[src/logic/bcstq_defines.vh]
`ifndef BCSTQ_DEFINES_VH
`define BCSTQ_DEFINES_VH

// clock and time base
`define BCSTQ_CLK_NS        4
`define BCSTQ_US_NS         1000
`define BCSTQ_CYC_PER_US    (`BCSTQ_US_NS / `BCSTQ_CLK_NS)
`define BCSTQ_FRAME_LSB_US  100

// opcode word layout
`define BCSTQ_OPC_MSB       7
`define BCSTQ_OPC_LSB       0
`define BCSTQ_CC_MSB        12
`define BCSTQ_CC_LSB        8
`define BCSTQ_CC_INV        12

// opcodes handled by this engine slice
`define BCSTQ_OP_LTG        8'h0d
`define BCSTQ_OP_LFR        8'h0e
`define BCSTQ_OP_SFR        8'h0f
`define BCSTQ_OP_PTG        8'h10
`define BCSTQ_OP_PBW        8'h11
`define BCSTQ_OP_PIM        8'h12
`define BCSTQ_OP_PID        8'h13
`define BCSTQ_OP_WTR        8'h14
`define BCSTQ_OP_XFL        8'h15

// execute-and-flip toggles this block address bit
`define BCSTQ_FLIP_MASK     16'h0010

// apb register byte offsets
`define BCSTQ_REG_CTRL      8'h00
`define BCSTQ_REG_START     8'h04
`define BCSTQ_REG_FLAGS     8'h08
`define BCSTQ_REG_STATUS    8'h0c
`define BCSTQ_REG_CONFIG    8'h10
`define BCSTQ_REG_QUEUE     8'h14
`define BCSTQ_REG_FRAME     8'h18
`define BCSTQ_REG_TTAG      8'h1c

// control bits
`define BCSTQ_CTRL_START    0
`define BCSTQ_CTRL_STOP     1

// host-owned general flags
`define BCSTQ_HOST_FLAGS    8'hfc

// reset values
`define BCSTQ_RST_W16       16'h0000
`define BCSTQ_RST_W32       32'h0000_0000

`endif

[src/logic/bcstq_exec.v]
`timescale 1ns/10ps
`include "bcstq_defines.vh"
// Operation
// - load timetag op loads time tag counter
// - false condition: skip to next opcode, except execute flip
// - load frame timer op writes frame time
// - start frame timer op starts frame counter
// - push timetag op queues time tag
// - push block status op queues last status
// - push immediate op queues parameter word
// - push indirect op queues word at parameter
// - wait trigger op stalls until trigger rise
// - execute flip op always runs the message
// - true afterwards: write back address xor bit4
// - next pass uses the flipped block address
// - false afterwards: parameter word left unchanged
// - general flags 2-7 shared with host
module bcstq_exec (
    // clock and reset
    input  wire        mclk,
    input  wire        sys_rst,
    // apb slave
    input  wire        psel,
    input  wire        penable,
    input  wire        pwrite,
    input  wire [7:0]  paddr,
    input  wire [31:0] pwdata,
    output reg  [31:0] prdata,
    output reg         pready,
    output reg         pslverr,
    // shared ram port
    output reg         mem_req,
    output reg         mem_we,
    output reg  [15:0] mem_addr,
    output reg  [15:0] mem_wdata,
    input  wire        mem_ack,
    input  wire [15:0] mem_rdata,
    // message processor
    output reg         msg_start,
    output reg  [15:0] msg_addr,
    input  wire        msg_done,
    input  wire [15:0] msg_block_status,
    // condition sources
    input  wire [1:0]  cmp_flags_in,
    input  wire [7:0]  msg_cond_in,
    // trigger pin
    input  wire        external_trigger_in
);
    // engine states
    localparam [3:0] ST_IDLE  = 4'h0;
    localparam [3:0] ST_FOP   = 4'h1;
    localparam [3:0] ST_FPAR  = 4'h2;
    localparam [3:0] ST_EXEC  = 4'h3;
    localparam [3:0] ST_RIND  = 4'h4;
    localparam [3:0] ST_PUSH  = 4'h5;
    localparam [3:0] ST_WTRG  = 4'h6;
    localparam [3:0] ST_MSG   = 4'h7;
    localparam [3:0] ST_FLIP  = 4'h8;
    localparam [3:0] ST_NEXT  = 4'h9;
    // divider end points, cut to the counter widths on purpose
    localparam integer US_LAST_N  = `BCSTQ_CYC_PER_US - 1;
    localparam integer FRM_LAST_N = `BCSTQ_FRAME_LSB_US - 1;
    localparam [7:0]   US_LAST    = US_LAST_N[7:0];
    localparam [6:0]   FRAME_LAST = FRM_LAST_N[6:0];
    reg  [3:0]  state_ff;      // engine state
    reg  [15:0] ip_ff;         // instruction pointer
    reg  [15:0] op_ff;         // fetched opcode word
    reg  [15:0] par_ff;        // fetched parameter word
    reg  [15:0] start_ff;      // list start address
    reg  [15:0] qbase_ff;      // queue base in ram
    reg  [5:0]  qptr_ff;       // queue write index, wraps at 64
    reg  [15:0] bsw_ff;        // last block status word
    reg  [7:0]  gflags_ff;     // general flags
    reg  [2:0]  ttres_ff;      // time tag resolution select
    reg  [15:0] ttag_ff;       // time tag counter
    reg  [5:0]  ttpre_ff;      // time tag prescaler
    reg  [15:0] ftime_ff;      // frame time register
    reg  [15:0] fcnt_ff;       // frame time counter
    reg         frun_ff;       // frame counter running
    reg  [7:0]  usdiv_ff;      // cycles within a microsecond
    reg  [6:0]  fdiv_ff;       // microseconds within a frame lsb
    reg         stop_ff;       // stop requested by host
    reg         trg_s1_ff;     // trigger sync stage 1
    reg         trg_s2_ff;     // trigger sync stage 2
    reg         trg_d_ff;      // delayed sync trigger
    // apb strobes: access phase completes in the cycle pready is high
    wire        acc_done = psel & penable & pready;
    wire        wr_en    = acc_done & pwrite;
    wire        start_wr = wr_en & (paddr == `BCSTQ_REG_CTRL) & pwdata[`BCSTQ_CTRL_START];
    wire        stop_wr  = wr_en & (paddr == `BCSTQ_REG_CTRL) & pwdata[`BCSTQ_CTRL_STOP];
    wire        flag_wr  = wr_en & (paddr == `BCSTQ_REG_FLAGS);
    // condition evaluation: code 0-7 general flags, 8-15 message conditions
    wire [15:0] cond_vec = {msg_cond_in, gflags_ff[7:2], cmp_flags_in};
    wire [3:0]  cc_sel   = op_ff[`BCSTQ_CC_MSB-1:`BCSTQ_CC_LSB];
    wire        cond     = cond_vec[cc_sel] ^ op_ff[`BCSTQ_CC_INV];
    wire [7:0]  opc      = op_ff[`BCSTQ_OPC_MSB:`BCSTQ_OPC_LSB];
    // time bases; a trigger edge only counts once it is synchronised
    wire        us_tick  = (usdiv_ff == US_LAST);
    wire        fr_tick  = us_tick & (fdiv_ff == FRAME_LAST);
    wire [5:0]  tt_last  = (6'h01 << ttres_ff) - 6'h01;
    wire        tt_tick  = us_tick & (ttpre_ff == tt_last);
    wire        trg_rise = trg_s2_ff & ~trg_d_ff;
    wire [15:0] ip_next  = ip_ff + 16'h0002;
    // trigger synchroniser, first stage read only by the second
    always @(posedge mclk or posedge sys_rst) begin
        if (sys_rst) begin
            trg_s1_ff <= 1'b0;
            trg_s2_ff <= 1'b0;
            trg_d_ff  <= 1'b0;
        end else begin
            trg_s1_ff <= external_trigger_in;
            trg_s2_ff <= trg_s1_ff;
            trg_d_ff  <= trg_s2_ff;
        end
    end
    // apb slave: read data latched in setup, answer one cycle later
    always @(posedge mclk or posedge sys_rst) begin
        if (sys_rst) begin
            prdata  <= `BCSTQ_RST_W32;
            pready  <= 1'b0;
            pslverr <= 1'b0;
        end else begin
            pready  <= psel & ~penable;
            pslverr <= 1'b0;
            if (psel & ~penable) begin
                prdata <= `BCSTQ_RST_W32;
                case (paddr)
                    `BCSTQ_REG_CTRL:   prdata <= {30'h0, stop_ff, 1'b0};
                    `BCSTQ_REG_START:  prdata <= {16'h0, start_ff};
                    `BCSTQ_REG_FLAGS:  prdata <= {24'h0, gflags_ff[7:2], cmp_flags_in};
                    `BCSTQ_REG_STATUS: prdata <= {ip_ff, 8'h0, state_ff, 2'h0, state_ff == ST_WTRG,
                                                  state_ff != ST_IDLE};
                    `BCSTQ_REG_CONFIG: prdata <= {29'h0, ttres_ff};
                    `BCSTQ_REG_QUEUE:  prdata <= {10'h0, qptr_ff, qbase_ff};
                    `BCSTQ_REG_FRAME:  prdata <= {fcnt_ff, ftime_ff};
                    `BCSTQ_REG_TTAG:   prdata <= {16'h0, ttag_ff};
                    default:           pslverr <= 1'b1; // unmapped: error on access
                endcase
            end
        end
    end
    // host settings and general flags; bits 0-1 belong to compare logic
    always @(posedge mclk or posedge sys_rst) begin
        if (sys_rst) begin
            start_ff  <= `BCSTQ_RST_W16;
            qbase_ff  <= `BCSTQ_RST_W16;
            ttres_ff  <= 3'h0;
            gflags_ff <= 8'h00;
            stop_ff   <= 1'b0;
        end else begin
            if (wr_en & (paddr == `BCSTQ_REG_START))
                start_ff <= pwdata[15:0];
            if (wr_en & (paddr == `BCSTQ_REG_QUEUE))
                qbase_ff <= pwdata[15:0];
            if (wr_en & (paddr == `BCSTQ_REG_CONFIG))
                ttres_ff <= pwdata[2:0];
            // low byte sets, high byte clears, both toggle
            if (flag_wr)
                gflags_ff <= ((gflags_ff & ~pwdata[15:8]) | (pwdata[7:0] & ~pwdata[15:8])
                             | (~gflags_ff & pwdata[7:0] & pwdata[15:8])) & `BCSTQ_HOST_FLAGS;
            // stop is taken at the next instruction boundary
            if (stop_wr)
                stop_ff <= 1'b1;
            else if (state_ff == ST_IDLE)
                stop_ff <= 1'b0;
        end
    end
    // timers and sequence engine share one process so loads win over counting
    always @(posedge mclk or posedge sys_rst) begin
        if (sys_rst) begin
            state_ff  <= ST_IDLE;
            ip_ff     <= `BCSTQ_RST_W16;
            op_ff     <= `BCSTQ_RST_W16;
            par_ff    <= `BCSTQ_RST_W16;
            qptr_ff   <= 6'h00;
            bsw_ff    <= `BCSTQ_RST_W16;
            ttag_ff   <= `BCSTQ_RST_W16;
            ttpre_ff  <= 6'h00;
            ftime_ff  <= `BCSTQ_RST_W16;
            fcnt_ff   <= `BCSTQ_RST_W16;
            frun_ff   <= 1'b0;
            usdiv_ff  <= 8'h00;
            fdiv_ff   <= 7'h00;
            mem_req   <= 1'b0;
            mem_we    <= 1'b0;
            mem_addr  <= `BCSTQ_RST_W16;
            mem_wdata <= `BCSTQ_RST_W16;
            msg_start <= 1'b0;
            msg_addr  <= `BCSTQ_RST_W16;
        end else begin
            msg_start <= 1'b0;
            // microsecond and frame-lsb dividers
            usdiv_ff <= us_tick ? 8'h00 : usdiv_ff + 8'h01;
            if (us_tick)
                fdiv_ff <= (fdiv_ff == FRAME_LAST) ? 7'h00 : fdiv_ff + 7'h01;
            if (us_tick)
                ttpre_ff <= tt_tick ? 6'h00 : ttpre_ff + 6'h01;
            if (tt_tick)
                ttag_ff <= ttag_ff + 16'h0001;
            // frame counter counts down to zero and holds
            if (frun_ff & fr_tick) begin
                if (fcnt_ff == `BCSTQ_RST_W16)
                    frun_ff <= 1'b0;
                else
                    fcnt_ff <= fcnt_ff - 16'h0001;
            end
            // any completed message refreshes the block status word
            if (msg_done)
                bsw_ff <= msg_block_status;
            case (state_ff)
                ST_IDLE: begin
                    if (start_wr) begin
                        ip_ff    <= start_ff;
                        mem_addr <= start_ff;
                        mem_req  <= 1'b1;
                        state_ff <= ST_FOP;
                    end
                end
                // opcode word, then the parameter word right behind it
                ST_FOP: begin
                    if (mem_ack) begin
                        op_ff    <= mem_rdata;
                        mem_addr <= ip_ff + 16'h0001;
                        state_ff <= ST_FPAR;
                    end
                end
                ST_FPAR: begin
                    if (mem_ack) begin
                        par_ff   <= mem_rdata;
                        mem_req  <= 1'b0;
                        state_ff <= ST_EXEC;
                    end
                end
                ST_EXEC: begin
                    state_ff <= ST_NEXT;
                    case (opc)
                        `BCSTQ_OP_LTG:
                            if (cond) begin
                                ttag_ff  <= par_ff;
                                ttpre_ff <= 6'h00;
                            end
                        `BCSTQ_OP_LFR:
                            if (cond)
                                ftime_ff <= par_ff;
                        `BCSTQ_OP_SFR:
                            if (cond) begin
                                fcnt_ff <= ftime_ff;
                                frun_ff <= 1'b1;
                            end
                        `BCSTQ_OP_PTG, `BCSTQ_OP_PBW, `BCSTQ_OP_PIM:
                            if (cond) begin
                                mem_req   <= 1'b1;
                                mem_we    <= 1'b1;
                                mem_addr  <= qbase_ff + {10'h0, qptr_ff};
                                state_ff  <= ST_PUSH;
                                if (opc == `BCSTQ_OP_PTG)
                                    mem_wdata <= ttag_ff;
                                else if (opc == `BCSTQ_OP_PBW)
                                    mem_wdata <= bsw_ff;
                                else
                                    mem_wdata <= par_ff;
                            end
                        `BCSTQ_OP_PID:
                            if (cond) begin
                                mem_req  <= 1'b1;
                                mem_we   <= 1'b0;
                                mem_addr <= par_ff;
                                state_ff <= ST_RIND;
                            end
                        `BCSTQ_OP_WTR:
                            if (cond)
                                state_ff <= ST_WTRG;
                        `BCSTQ_OP_XFL: begin
                            msg_start <= 1'b1;
                            msg_addr  <= par_ff;
                            state_ff  <= ST_MSG;
                        end
                        default: state_ff <= ST_NEXT; // other ops belong elsewhere
                    endcase
                end
                // indirect word comes back, then goes to the queue
                ST_RIND: begin
                    if (mem_ack) begin
                        mem_we    <= 1'b1;
                        mem_wdata <= mem_rdata;
                        mem_addr  <= qbase_ff + {10'h0, qptr_ff};
                        state_ff  <= ST_PUSH;
                    end
                end
                ST_PUSH: begin
                    if (mem_ack) begin
                        mem_req  <= 1'b0;
                        mem_we   <= 1'b0;
                        qptr_ff  <= qptr_ff + 6'h01;
                        state_ff <= ST_NEXT;
                    end
                end
                // stop request also releases a stalled trigger wait
                ST_WTRG:
                    if (trg_rise | stop_ff)
                        state_ff <= ST_NEXT;
                // condition is sampled only once the message is done
                ST_MSG: begin
                    if (msg_done) begin
                        state_ff <= ST_NEXT;
                        if (cond) begin
                            mem_req   <= 1'b1;
                            mem_we    <= 1'b1;
                            mem_addr  <= ip_ff + 16'h0001;
                            mem_wdata <= par_ff ^ `BCSTQ_FLIP_MASK;
                            state_ff  <= ST_FLIP;
                        end
                    end
                end
                // fetch of the next opcode waits for the write-back ack
                ST_FLIP: begin
                    if (mem_ack) begin
                        mem_req  <= 1'b0;
                        mem_we   <= 1'b0;
                        state_ff <= ST_NEXT;
                    end
                end
                ST_NEXT: begin
                    if (stop_ff)
                        state_ff <= ST_IDLE;
                    else begin
                        ip_ff    <= ip_next;
                        mem_addr <= ip_next;
                        mem_req  <= 1'b1;
                        state_ff <= ST_FOP;
                    end
                end
                default: state_ff <= ST_IDLE;
            endcase
        end
    end
endmodule // bcstq_exec

[config.mk]
export PLATFORM = sky130hd
export DESIGN_NAME = bcstq_exec
export DESIGN_NICKNAME = d
export VERILOG_FILES = /design/src/logic/bcstq_exec.v
export VERILOG_INCLUDE_DIRS = /design/src /design/src/logic
export SDC_FILE = /design/constraint.sdc
export NUM_CORES = 1
export LEC_CHECK = 0
export ABC_CLOCK_PERIOD_IN_PS = 15300
export BUFFER_PORTS_ARGS = -buffer_cell sky130_fd_sc_hd__buf_4
export CAP_MARGIN = 25
export CORE_MARGIN = 2
export CORE_UTILIZATION = 55
export CTS_BUF_LIST = sky130_fd_sc_hd__clkbuf_2
export DETAILED_ROUTE_END_ITERATION = 10
export HOLD_SLACK_MARGIN = 0.02
export PLACE_DENSITY = 0.77
export SLEW_MARGIN = 10
export SYNTH_ARGS = -nofsm -noshare
export SYNTH_HDL_FRONTEND = slang
export SYNTH_SLANG_ARGS = --single-unit
[constraint.sdc]
create_clock -name mclk -period 15.3 [get_ports mclk]
set_clock_uncertainty 0.2 [all_clocks]
set_input_delay 3.06 -clock mclk [delete_from_list [all_inputs] [get_ports mclk]]
set_output_delay 3.06 -clock mclk [all_outputs]
set_load 0.02 [all_outputs]
==> results.toml, run 1 <==
[finish]
final_nets = 1732
fill_cells = 2151
layout.cells.non_filler = 2003
regArea_um2 = 6780
drive_gt1_share_pct = 26.5
fin_util_pct = 64.1
multiInputGateArea_um2 = 7320
area.growth.synth_to_final_pct = 14.5

[cts]
cts_resized = 0
htree_levels = 3
postCtsHoldBufs = 0
cts_max_path_buffers = 3
clk_latency_ns = 0.87
cts_root_buf = "clkbuf_2"
clock_sinks = 271
clkTransAtPathRegs_ns = 0.11
cts_tree = "built"
cts_buffers = 72
cts_setup_buffers = 0

[sta]
finalCritPeriodShare_pct = 33.6
tightestPinTransition_ns = 1.08
max-slew-margin-rel_pct = 28.1
fmax_mhz = 195
hold_violations = 0
tns_ns = 0
fin_crit_ns = 5.14
setup_viol = 0
slew_violations = 0
rsz0062_at_grt = "false"
hold_ws_ns = 0.155

[drt]
vias = 12922
drt-pass1-iter-count = 8
ant_nets = 0
drt_wl_total_um = 45000
drcViolationCount = 0
wl_per_cell_um = 22.5
vias_per_cell = 6.45
dr.first_iter.drc_count = 1855

[synthesis]
synth_area_leaders = "dfrtp_1, mux2_2, a21oi_1"
syn_inst = 1463
synth_top_cells_by_count = "dfrtp_1, nor2_1, mux2_2, nand2_1, a21oi_1"
synth_top_area_share_pct = 46.6
synth_area_leader_cell = "dfrtp_1"
synth_fp_nets = 1571
synth_most_common_cell = "dfrtp_1"
yosys_warnings = 0
avgSynthCellArea_um2 = 9.95
ys_ff_latch = 271
yosysSeqAreaShare_pct = 46.6
synth.distinct_cells = 76
synth_ff_type = "dfrtp_1"
synth.cell_area_um2 = 14600
synthArstFlopShare_pct = 100
synth_edf_count = 0

[global_route]
grt_use_met3_pct = 7.27
met1_usage_pct = 43.4
grt_usage_pct = 32.1
grt_overflow = 0
grt_pass1_wl_um = 69900
antenna_found_initial = 1
first_global_vias = 12600
use_met2_pct = 47.7
busiest_layer = "met2"
grt_max_degree = 115

[power_and_ir_drop]
power_per_cell_area_nw_per_um2 = 149
p_total_mw = 2.48
max-vdd-ir-drop_v = 0.000123
p_leak_nw = 7.48

[die]
die_w_um = 167
core_um2 = 26000
io_pins = 175
die-area_um2 = 27800
die_h_um = 167
rows = 59
start_util_pct = 56.0

[placement]
placed_cells = 1881
portBuffers = 158
place.gp.congestion = 0.934
place_hpwl_um = 32100

[critical_path]
cp_max_fo = 12
critPathKind = "input port to flop"
endpoint_kind = "flop"
arrival_ns = 5.71
required_ns = 15.87
crit_path_start_kind = "input port"

[flow_run]
drv_cap = 0

[run_status]
status = "finished, final reports clean"

[min_path]
hold_path.class = "flop to flop"
-- per-layer routing --
layer,share of wire (%),vias to the layer above
met4,6.0,0
li1,-,5767
met5,0,-
met2,43,834
met3,12,165
met1,39,6156
-- worst max-delay path, cell delays in order --
cell	delay (ns)
buf_4	0.10
or4_1	0.53
nor3_1	0.18
buf_4	0.21
nor3b_2	0.54
inv_1	0.09
nor2_1	0.67
a21oi_1	0.16
a31oi_1	0.17
-- sequential cells by signal, indices dropped and copies added (netlist names), 3 cells and up --
| name | flops |
|---|---|
| mem_addr | 16 |
| qptr_ff | 6 |
| fcnt_ff | 16 |
| start_ff | 16 |
| usdiv_ff | 8 |
| mem_wdata | 16 |
| fdiv_ff | 7 |
| ip_ff | 16 |
| par_ff | 16 |
| bsw_ff | 16 |
| op_ff | 13 |
| ttres_ff | 3 |
| ttag_ff | 16 |
| qbase_ff | 16 |
| ftime_ff | 16 |
| ttpre_ff | 6 |
| state_ff | 4 |
| prdata | 32 |
| gflags_ff | 6 |
| msg_addr | 16 |
-- cells by family (layout without fill, tap and decap cells) --
kind of cell | Yosys count | after routing | synth area share (%)
and+or+nand+nor | 420 | 420 | 13.6
AOI/OAI and AO/OA | 402 | 402 | 18.1
DFF | 271 | 271 | 46.6
muxes | 160 | 160 | 12.6
buffers and inverters | 125 | 329 | 3.42
xor gates and xnor gates | 67 | 67 | 4.03
adders and majority gates | 18 | 18 | 1.60
other | 0 | 1 | 0
-- report_power, final --
part	switching (mW)	internal [mW]
combinational	0.499	0.376
sequential	0.264	0.849
clock	0.307	0.184
total	1.07	1.41
-- cell type report --
| cell class | instances | share of cell area, % |
|---|---|---|
| multi-input cells | 1067 | 44.0 |
| flip-flops and latches | 271 | 40.7 |
| repair buffers | 183 | 8.53 |
| clock buffers | 95 | 2.85 |
| well taps | 335 | 2.52 |
| clock inverters | 22 | 0.706 |
| inverters | 29 | 0.699 |
| diodes | 1 | 0.0150 |
-- cells in the final DEF, fill, tap and decap left out, drive strengths merged, types with 17 or more instances in the layout --
master,Yosys,final
mux2i,25,25
a21oi,108,108
a22oi,36,36
xnor2,49,49
nor2,144,144
a31oi,33,33
clkinv,0,18
ha,17,17
inv,29,31
nor3,31,31
clkbuf,81,95
nand2,118,118
o21ai,96,96
a22o,18,18
buf,15,183
dfrtp,271,271
xor2,18,18
nand3,36,36
a222oi,28,28
mux2,133,133
-- metrics by stage --
stage                     setup slack (ns)  area, µm²
after floorplan                       4.57      14600
after global placement                9.29      16000
after detailed placement              9.27      16000
after CTS                            10.13      16600
after global routing                  9.92      16700
final                                10.16      16700
-- worst paths after layout --
kind                                 end   startpoint  cells after the start  slack [ns]
max                         gflags_ff[2]     paddr[1]                      9       10.16
min                            trg_s2_ff    trg_s1_ff                      0        0.15
max reg2reg                   ttag_ff[9]  state_ff[0]                      6       11.35
min reg2reg                    trg_s2_ff    trg_s1_ff                      0        0.15
max in group asynchronous     fdiv_ff[3]      sys_rst                      6       10.97
min in group asynchronous  mem_wdata[13]      sys_rst                      2        2.17
No activity file was read; power rests on OpenSTA's default activity.
==> inputs of run 2 (changes only) <==
--- a/config.mk
+++ b/config.mk
@@ -6,7 +6,7 @@
 export SDC_FILE = /design/constraint.sdc
 export NUM_CORES = 1
 export LEC_CHECK = 0
-export ABC_CLOCK_PERIOD_IN_PS = 15300
+export ABC_CLOCK_PERIOD_IN_PS = 5000
 export BUFFER_PORTS_ARGS = -buffer_cell sky130_fd_sc_hd__buf_4
 export CAP_MARGIN = 25
 export CORE_MARGIN = 2
==> constraint.sdc (replaced) <==
create_clock -name mclk -period 5 [get_ports mclk]
set_clock_uncertainty 0.2 [all_clocks]
set_input_delay 1 -clock mclk [delete_from_list [all_inputs] [get_ports mclk]]
set_output_delay 1 -clock mclk [all_outputs]
set_load 0.02 [all_outputs]
==> run 2 against run 1 <==
Against the previous run: sequential power grew to 3.1 times the previous value; largest cell class unchanged; sequential share of layout area shrank 0.24 points; critical path type is now flop to flop; first-iteration DRC count grew 1.0%; clock power grew to 3.4 times the previous value; global-route usage grew 0.62 points; highest routed layer unchanged.
==> results.toml, run 2 (same netlist as run 1, synthesis figures left out) <==
[run_status]
status = "finished, final reports clean"

[cts]
cts_tree = "built"
cts_root_buf = "clkbuf_2"
clkTransAtPathRegs_ns = 0.11
cts_max_path_buffers = 3
cts_buffers = 73
clk_latency_ns = 0.89
htree_levels = 3
clock_sinks = 271

[finish]
final_nets = 1735
drive_gt1_share_pct = 27.0
final_cell_mix = "dfrtp_1, buf_4, nor2_1"
layout_commonest_cell = "dfrtp_1"
regMostFlops = "prdata"
area.growth.synth_to_final_pct = 15.1
largest_reg_flops = 32

[placement]
portBuffers = 158
place.gp.congestion = 0.940
place_hpwl_um = 32700

[sta]
fmax_mhz = 274
tightestPinTransition_ns = 0.980
setup_viol = 0
hold_ws_ns = 0.111
tns_ns = 0
fin_crit_ns = 3.64
rsz0062_at_grt = "false"
max-slew-margin-rel_pct = 34.7
hold_violations = 0
finalCritPeriodShare_pct = 72.9
slew_violations = 0

[global_route]
grt_overflow = 0
grt_usage_pct = 32.7
grt_pass1_wl_um = 71100
grt_max_degree = 129
first_global_vias = 12730
antenna_found_initial = 2

[critical_path]
slowest_delay_ns = 0.73
path_cells = "mux2i_1 -> mux4_2 -> or3b_1 -> and3_1 -> nor4_4 -> nand3_4 -> mux2_4"
cpLargestDelayFamily = "simple AND/OR/NAND/NOR gates"
worst-path-buf-inv = 0
arrival_ns = 4.18
cpMaxStageDelayCell = "dfrtp_1"
required_ns = 5.54
endpoint_kind = "flop"
crit_path_start_kind = "flop"
cp_max_fo = 16
critPathKind = "flop to flop"

[power_and_ir_drop]
power_per_cell_area_nw_per_um2 = 464
p_total_mw = 7.78
max-vdd-ir-drop_v = 0.000349
p_leak_nw = 7.54

[die]
die-area_um2 = 27800
io_pins = 175
rows = 59
core_um2 = 26000
die_h_um = 167
start_util_pct = 56.0
die_w_um = 167

[drt]
wl_per_cell_um = 22.7
drcViolationCount = 0
vias = 13176
vias_per_cell = 6.54
drt_wl_total_um = 45800
ant_nets = 0
drt-pass1-iter-count = 9
dr.first_iter.drc_count = 1874

[min_path]
hold_path.class = "input port to flop"

[flow_run]
drv_cap = 0
run 2: cell type report:
| class | instances | area [µm²] |
|---|---|---|
| fillers | 2157 | 9230 |
| multi-input cells | 1067 | 7310 |
| flip-flops and latches | 271 | 6780 |
| repair buffers | 185 | 1430 |
| clock buffers | 106 | 531 |
| well taps | 335 | 419 |
| clock inverters | 18 | 151 |
| inverters | 29 | 113 |
| diodes | 3 | 7.51 |
run 2: where the power goes:
group	switching [mW]	leakage [nW]	internal [mW]
combinational	1.54	3.64	1.16
clock	0.941	0.510	0.714
sequential	0.824	3.39	2.60
total	3.31	7.54	4.47
run 2: worst paths after layout:
kind                            start      endpoint  slack, ns  cells past startpoint
max reg2reg                  op_ff[8]  ftime_ff[15]       1.36                      7
min reg2reg                 trg_s1_ff     trg_s2_ff       0.16                      0
min                        pwdata[13]  gflags_ff[5]       0.11                      2
max in group asynchronous     sys_rst    fdiv_ff[2]       3.12                      4
min in group asynchronous     sys_rst  msg_addr[10]       0.46                      3
max                          op_ff[8]  ftime_ff[15]       1.36                      7
run 2: routing by layer:
layer | track usage, % | part of all wire, % | vias to the layer above
met5 | 0 | 0 | -
met2 | 49.9 | 45 | 892
met4 | 16.5 | 4.8 | 0
met3 | 7.89 | 12 | 154
met1 | 43.8 | 39 | 6341
li1 | - | - | 5789
run 2: worst reg2reg max path, stage by stage, from the launching register on:
cell	delay, ns
dfrtp_1	0.73
mux2i_1	0.15
mux4_2	0.52
or3b_1	0.43
and3_1	0.35
nor4_4	0.41
nand3_4	0.33
mux2_4	0.41
run 2: metrics by stage:
step	cell area (µm²)	instances	util [%]	setup WS [ns]
after floorplan	14600	1463	-	0.219
after detailed placement	16000	1884	61.7	1.13
after global routing	16800	2014	64.5	1.18
after global placement	16000	1883	61.6	1.15
after CTS	16700	2010	64.4	1.42
final	16800	2014	64.5	1.36
run 2: what timing repair did:
| action | CTS | global route |
|---|---|---|
| hold buffers | 2 | 0 |
| gates resized for setup | 0 | 0 |
| hold endpoints to repair | 12 | 0 |
| buffers inserted | 0 | 0 |
